**config.mk**
```make
export PLATFORM = sky130hd
export DESIGN_NAME = lec_link_enh
export DESIGN_NICKNAME = d
export VERILOG_FILES = /design/src/hdl/lec_pkg.sv /design/src/hdl/lec_tx_start.sv /design/src/hdl/lec_link_enh.sv
export SDC_FILE = /design/constraint.sdc
export NUM_CORES = 1
export LEC_CHECK = 0
export ABC_CLOCK_PERIOD_IN_PS = 2400
export BUFFER_PORTS_ARGS = -buffer_cell sky130_fd_sc_hd__buf_2
export CAP_MARGIN = 0
export CORE_UTILIZATION = 41
export DETAILED_ROUTE_END_ITERATION = 16
export PLACE_DENSITY_LB_ADDON = 0.12
export SLEW_MARGIN = 40
export SYNTH_ARGS = -nofsm -noshare
export SYNTH_HDL_FRONTEND = slang
export SYNTH_SLANG_ARGS = --single-unit
```
**constraint.sdc**
```tcl
create_clock -name clock -period 2.4 [get_ports clock]
set_clock_uncertainty 0.2 [all_clocks]
set_input_delay 0.12 -clock clock [delete_from_list [all_inputs] [get_ports clock]]
set_output_delay 0.12 -clock clock [all_outputs]
set_load 0.02 [all_outputs]
```
**src/hdl/lec_pkg.sv**
```systemverilog
// Overview of operation
// - enhancements act only while the PHY enhance gate input is high
// - upper sixteen bits always read as zero
// - overlap disable bit stops out-of-order async transmit pipelining, default zero
// - start level 00 2K, 01 1.7K default, 10 1K, 11 512 bytes
// - after an underrun the retry uses the 2K store-and-forward threshold
// - below 2K, start at threshold or when whole packet is in FIFO
// - FIFO empty before packet end is an underrun; retry waits for full packet
// - at 2K, sending waits for the end-of-packet token
// - cleared transmit retries register forces store-and-forward
// - MPEG stamp fix bit applies to streams with FMT 20h, default zero
// - DV stamp fix bit applies to streams with FMT 00h, default zero
// - priority request bit makes link answer with priority arbitration
// - acceleration bit tells the PHY the link supports acceleration
// - bits 11, 9, 6, 5 to 3, 2 and 0 read as zero
// - bits 15, 10, 8, 7, 1 cleared only by global reset
// - bits load from software writes or from serial EEPROM
package lec_pkg;
   localparam int ADDR_W = 12;
   localparam logic [11:0] LINK_ENH_OFFSET = 12'h0f4;
   localparam logic [11:0] STATUS_OFFSET = 12'h0f0;
   localparam logic [31:0] LINK_ENH_RESET = 32'h00001000;
   // writable bits: 15, 13, 12, 10, 8, 7, 1
   localparam logic [15:0] LINK_ENH_WMASK = 16'hb582;
   // the subset kept only by the global reset
   localparam logic [15:0] GLOBAL_MASK = 16'h8582;
   localparam int BIT_OVERLAP_DIS = 15;
   localparam int BIT_LEVEL_LO = 12;
   localparam int BIT_MPEG_FIX = 10;
   localparam int BIT_DV_FIX = 8;
   localparam int BIT_PRIO_REQ = 7;
   localparam int BIT_ACCEL = 1;
   localparam int ST_RETRY = 0;
   localparam int ST_SFWD = 1;
   localparam int ST_LEVEL_LO = 2;
   localparam int ST_GATE = 4;
   localparam int BYTES_W = 12;
   localparam logic [1:0] LEVEL_2K = 2'h0;
   localparam logic [1:0] LEVEL_1K7 = 2'h1;
   localparam logic [1:0] LEVEL_1K = 2'h2;
   localparam logic [1:0] LEVEL_512 = 2'h3;
   localparam logic [11:0] BYTES_2K = 12'h800;
   localparam logic [11:0] BYTES_1K7 = 12'h6cd;
   localparam logic [11:0] BYTES_1K = 12'h400;
   localparam logic [11:0] BYTES_512 = 12'h200;
   localparam int FMT_W = 6;
   localparam logic [5:0] FMT_MPEG = 6'h20;
   localparam logic [5:0] FMT_DV = 6'h00;

   function automatic logic [11:0] level_bytes(input logic [1:0] lvl);
      unique case (lvl)
         LEVEL_2K: level_bytes = BYTES_2K;
         LEVEL_1K7: level_bytes = BYTES_1K7;
         LEVEL_1K: level_bytes = BYTES_1K;
         LEVEL_512: level_bytes = BYTES_512;
      endcase
   endfunction
endpackage

```
**src/hdl/lec_tx_start.sv**
```systemverilog
module lec_tx_start (
   // clock and reset
   input wire logic clock,
   input wire logic rst_n,
   input wire logic ce,
   // settings
   input wire logic [1:0] levelSel,
   input wire logic gate,
   input wire logic retriesZero,
   // fifo state
   input wire logic [lec_pkg::BYTES_W-1:0] fifoBytes,
   input wire logic eopInFifo,
   input wire logic fifoEmpty,
   input wire logic pktDone,
   // decisions
   output logic txStart,
   output logic underrun,
   output logic retryHold,
   output logic storeFwd
);
   typedef enum logic {TX_IDLE, TX_SEND} lec_tx_t;
   lec_tx_t state_r;
   logic sfNow;
   logic goNow;

   // gate low: no early start, plain store-and-forward
   assign sfNow = !gate || retriesZero || retryHold ||
                  (levelSel == lec_pkg::LEVEL_2K);
   assign goNow = sfNow ? eopInFifo :
                  (eopInFifo || fifoBytes >= lec_pkg::level_bytes(levelSel));

   always_ff @(posedge clock or negedge rst_n) begin
      if (!rst_n) begin
         state_r <= TX_IDLE;
         txStart <= 1'b0;
         underrun <= 1'b0;
         retryHold <= 1'b0;
         storeFwd <= 1'b1;
      end else if (ce) begin
         txStart <= 1'b0;
         underrun <= 1'b0;
         storeFwd <= sfNow;
         unique case (state_r)
            TX_IDLE: begin
               if (goNow) begin
                  txStart <= 1'b1;
                  state_r <= TX_SEND;
               end
            end
            TX_SEND: begin
               if (fifoEmpty && !eopInFifo && !pktDone) begin
                  // drained before the tail arrived
                  underrun <= 1'b1;
                  retryHold <= 1'b1;
                  state_r <= TX_IDLE;
               end else if (pktDone) begin
                  retryHold <= 1'b0;
                  state_r <= TX_IDLE;
               end
            end
         endcase
      end
   end
endmodule // lec_tx_start

```
**src/hdl/lec_link_enh.sv**
```systemverilog
module lec_link_enh (
   // clock, enable and resets
   input wire logic clock,
   input wire logic ce,
   input wire logic rst_n,
   input wire logic global_reset_n,
   // apb slave
   input wire logic psel,
   input wire logic penable,
   input wire logic pwrite,
   input wire logic [lec_pkg::ADDR_W-1:0] paddr,
   input wire logic [31:0] pwdata,
   input wire logic [3:0] pstrb,
   output logic [31:0] prdata,
   output logic pready,
   output logic pslverr,
   // serial eeprom load
   input wire logic eepromLoad,
   input wire logic [15:0] eepromData,
   // host controller state
   input wire logic phy_enhance_gate,
   input wire logic retriesZero,
   // async transmit fifo
   input wire logic [lec_pkg::BYTES_W-1:0] fifoBytes,
   input wire logic eopInFifo,
   input wire logic fifoEmpty,
   input wire logic pktDone,
   output logic txStart,
   output logic txUnderrun,
   output logic storeFwd,
   // stream stamp qualifier
   input wire logic fmtValid,
   input wire logic [lec_pkg::FMT_W-1:0] streamFmt,
   output logic stampFixApply,
   // link controls
   output logic async_tx_overlap_disable,
   output logic priorityReqEn,
   output logic accelSupport
);
   logic [15:0] globalBits_r;
   logic [1:0] level_r;
   logic [31:0] regValue;
   logic [31:0] statusValue;
   logic [15:0] wrData;
   logic [15:0] wrMask;
   logic setupHit;
   logic writeFire;
   logic hitCtrl;
   logic hitStatus;
   logic retryHold;

   assign hitCtrl = paddr == lec_pkg::LINK_ENH_OFFSET;
   assign hitStatus = paddr == lec_pkg::STATUS_OFFSET;
   assign setupHit = psel && !penable;
   assign writeFire = psel && penable && pready && pwrite && hitCtrl;
   assign wrData = pwdata[15:0];
   // reserved positions never take a write
   assign wrMask = {{8{pstrb[1]}}, {8{pstrb[0]}}} & lec_pkg::LINK_ENH_WMASK;

   // upper half and reserved bits stay zero
   assign regValue = {16'h0000, (globalBits_r & lec_pkg::GLOBAL_MASK) |
                      {2'h0, level_r, 12'h000}};
   assign statusValue = {27'h0, phy_enhance_gate, level_r, storeFwd, retryHold};

   // software write wins over an eeprom load in the same cycle
   always_ff @(posedge clock or negedge global_reset_n) begin
      if (!global_reset_n) begin
         globalBits_r <= lec_pkg::LINK_ENH_RESET[15:0] & lec_pkg::GLOBAL_MASK;
      end else if (ce) begin
         if (writeFire) begin
            globalBits_r <= (globalBits_r & ~wrMask) | (wrData & wrMask);
         end else if (eepromLoad) begin
            globalBits_r <= eepromData & lec_pkg::GLOBAL_MASK;
         end
      end
   end

   // start level follows the ordinary reset, unlike the bits above
   always_ff @(posedge clock or negedge rst_n) begin
      if (!rst_n) begin
         level_r <= lec_pkg::LINK_ENH_RESET[lec_pkg::BIT_LEVEL_LO +: 2];
      end else if (ce) begin
         if (writeFire && pstrb[1]) begin
            level_r <= wrData[lec_pkg::BIT_LEVEL_LO +: 2];
         end else if (eepromLoad) begin
            level_r <= eepromData[lec_pkg::BIT_LEVEL_LO +: 2];
         end
      end
   end

   // no wait state: data set up in the setup cycle, ready in the first access cycle
   always_ff @(posedge clock or negedge rst_n) begin
      if (!rst_n) begin
         pready <= 1'b0;
         pslverr <= 1'b0;
         prdata <= 32'h00000000;
      end else if (ce) begin
         pready <= setupHit;
         if (setupHit) begin
            pslverr <= !(hitCtrl || hitStatus) || (pwrite && hitStatus);
            if (pwrite || !(hitCtrl || hitStatus)) begin
               prdata <= 32'h00000000;
            end else if (hitCtrl) begin
               prdata <= regValue;
            end else begin
               prdata <= statusValue;
            end
         end
      end
   end

   // gated link controls
   always_ff @(posedge clock or negedge rst_n) begin
      if (!rst_n) begin
         async_tx_overlap_disable <= 1'b0;
         priorityReqEn <= 1'b0;
         accelSupport <= 1'b0;
         stampFixApply <= 1'b0;
      end else if (ce) begin
         async_tx_overlap_disable <= phy_enhance_gate &&
                                     globalBits_r[lec_pkg::BIT_OVERLAP_DIS];
         priorityReqEn <= phy_enhance_gate && globalBits_r[lec_pkg::BIT_PRIO_REQ];
         accelSupport <= phy_enhance_gate && globalBits_r[lec_pkg::BIT_ACCEL];
         stampFixApply <= fmtValid && phy_enhance_gate &&
            ((globalBits_r[lec_pkg::BIT_MPEG_FIX] && streamFmt == lec_pkg::FMT_MPEG) ||
             (globalBits_r[lec_pkg::BIT_DV_FIX] && streamFmt == lec_pkg::FMT_DV));
      end
   end

   lec_tx_start u_start (
      .clock(clock),
      .rst_n(rst_n),
      .ce(ce),
      .levelSel(level_r),
      .gate(phy_enhance_gate),
      .retriesZero(retriesZero),
      .fifoBytes(fifoBytes),
      .eopInFifo(eopInFifo),
      .fifoEmpty(fifoEmpty),
      .pktDone(pktDone),
      .txStart(txStart),
      .underrun(txUnderrun),
      .retryHold(retryHold),
      .storeFwd(storeFwd)
   );
endmodule // lec_link_enh

```
==> reports/results.txt <==
status = completed
root buffer cell = clkbuf_8
maximum VDD drop = 258.5 uV
Synth cell types = 43
crit share post-route = 92.53%
Longest Clk Path Bufs = 2
Antenna Cells = 0
CP endpoint kind = flip-flop
drt wl/cell = 12.40 um
total number of vias = 1678
DIE AREA = 0.004843 mm^2
clock latency on the worst-skew pair = 290 ps
Die Span X = 69.59 um
Worst Tran Pin Value = 575.5 ps
die height = 69.59 um
number of synthesized flops with an enable pin = 0
CP max FO = 6
syn avg cell area = 10.12 um^2
FILL cells = 409
Initial Util = 42.72%
RePlAce Congestion = 0.8183
post-synth top area share = 36.07%
CTS clk-pin slew, worst paths = 60 ps
RSZ-0062 raised after global routing = no
post-DR vias/cell = 4.935
Routed Antenna Nets = 0
Setup WS pre-CTS = 175.2 ps
leakage = 1.271 nW
YS warnings = 0
critical path class = flip-flop to flip-flop
share of cells above drive strength 1 = 34.38%
post-synthesis sequential area ratio = 38.88%
synthesized instance count = 185
ys flop type = dfrtp_1
DRT Pass-1 Iters = 4
vias in the first global route = 1558
Post-synth ARST share = 100.0%
worst path arrival time = 2230 ps
# hold bufs at CTS = 17
setup TNS = 0 ps
Required @ worst endpoint = 2410 ps
Yosys reg bits = 29
first-pass GRT wire length = 6.927 mm
dpl hpwl = 3.275 mm
CTS tree = built
area delta synth->final = 35.34%
Boundary Pins = 137
Post-CTS Resized = 0
GRT Resource Usage Total = 18.29%
largest net degree at the start of global routing = 25
initial antenna violation count = 0
Final Worst Setup Slack = 179.2 ps
FP Rows = 24
Port Buf Inserts = 79
1st-iter DRT viols = 51
core area = 0.004384 mm^2
Max Freq = 450.3 MHz
number of hold violations in the final report = 0
total of max-cap violations = 0
Power Density = 500.0 mW/mm^2
Slew Limit Headroom = 61.23%
final-stage net count = 395
CTS buffer count = 5
CTS sink count = 29
top cells by area, synth = dfrtp_1, buf_4, ha_1
minimum clock period = 2221 ps
htree depth = 2
final core occ = 57.82%
Mapped Area = 0.001873 mm^2
Worst Hold Class = input pin to flip-flop
DRT Wirelength = 4.215 mm
DRC = 0
Post-CTS Setup Repair Bufs = 0
Remaining Overflow, GRT = 0
CP Launch Type = flip-flop
Final Setup Violations = 0
Final Max Tran Viols = 0
Synth area leader = dfrtp_1
per-layer routing:
metal  vias to the layer above  track usage (%)  share of wire, %
met2                        53            29.56                47
met5                         -                0                 0
met1                       770            23.46                46
met3                         9            3.779               4.4
li1                        846                -                 -
met4                         0            8.390               2.4
cell usage after synthesis, types with 2 or more instances:
| library cell | instances |
|---|---|
| o2bb2ai_1 | 3 |
| a221o_1 | 3 |
| nor4_4 | 2 |
| or4b_1 | 2 |
| nor2_1 | 3 |
| nand4b_1 | 4 |
| mux2_1 | 2 |
| and2_1 | 6 |
| a31oi_1 | 3 |
| nor4b_1 | 3 |
| dfrtp_1 | 27 |
| nand2_1 | 8 |
| nor2b_1 | 2 |
| nand4_1 | 4 |
| inv_1 | 15 |
| dfstp_2 | 2 |
| nand2b_1 | 4 |
| a21oi_1 | 5 |
| nand3_1 | 5 |
| ha_1 | 12 |
| clkbuf_1 | 4 |
| buf_4 | 22 |
| mux2i_1 | 5 |
| o22a_1 | 2 |
| o21ai_0 | 10 |
| a22o_1 | 10 |
critical path, cell delays in order, from the launching register on:
cell      delay (ps)
dfstp_2          580
inv_1             70
ha_1             190
inv_1             60
o21ai_0           90
ha_1             310
nand4b_1          90
o41ai_1          260
nand4_1          180
nand4_1          110
area by class of cell:
type / instances / area [um^2] / area share (%)
repair buffers: 101 / 615.6 / 24.28
inverters: 15 / 56.30 / 2.221
clock buffers: 5 / 68.82 / 2.715
multi-input cells: 135 / 983.4 / 38.80
well taps: 52 / 65.06 / 2.567
flip-flops and latches: 29 / 728.2 / 28.73
clock inverters: 3 / 17.52 / 0.6910
placed cells by master, fill, tap and decap left out, types with 3 or more instances in the layout:
master,count
nand4b_1,4
nand3_1,5
ha_1,12
nor2_1,3
nand2b_1,4
inv_1,15
mux2i_1,5
o2bb2ai_1,3
dlygate4sd3_1,17
conb_1,21
o21ai_0,10
a221o_1,3
and2_1,6
buf_2,79
clkbuf_8,5
a31oi_1,3
nand2_1,8
nor4b_1,3
a22o_1,10
a21oi_1,5
dfrtp_1,27
buf_4,4
nand4_1,4
through the flow:
stage	instances	cell area (um^2)	power, W	hold slack, ps
global route	340	2535	0.001348	17.99
floorplan	205	1948	0.0007719	-375.6
finish	340	2535	0.001268	6.484
global placement	315	2278	0.0008679	-259.2
CTS	340	2535	0.001284	4.598
detailed placement	315	2278	0.0008714	-260.8
path summary, 6_finish.rpt:
kind	startpoint	endpoint	slack, ps	cells past startpoint
max	level_r[0]$_DFFE_PN1P_	u_start.state_r$_DFFE_PN0P_	180	9
min	pwdata[13]	level_r[1]$_DFFE_PN0P_	6	3
max reg2reg	level_r[0]$_DFFE_PN1P_	u_start.state_r$_DFFE_PN0P_	180	9
min reg2reg	pslverr$_DFFE_PN0P_	pslverr$_DFFE_PN0P_	280	2
max in group asynchronous	global_reset_n	asynchronous set/reset pin	1270	3
min in group asynchronous	rst_n	prdata[13]$_DFFE_PN0P_	140	2
cell families (layout without fill, tap and decap cells):
kind of cell | after synthesis | count (layout) | synth area share (%)
AOI/OAI and AO/OA | 42 | 42 | 16.10
adders and majority gates | 12 | 12 | 8.016
buffers and inverters | 41 | 124 | 12.62
DFF | 29 | 29 | 38.88
muxes | 8 | 8 | 4.476
other | 1 | 21 | 0.2002
and+or+nand+nor | 52 | 52 | 19.71
where the power goes:
| part | internal, W | switching [W] |
|---|---|---|
| clock network | 0.000199 | 0.000188 |
| logic | 0.000138 | 0.000174 |
| registers | 0.000533 | 0.0000347 |
| total | 0.000871 | 0.000397 |
Note: power is estimated with default switching activity, not from simulation.
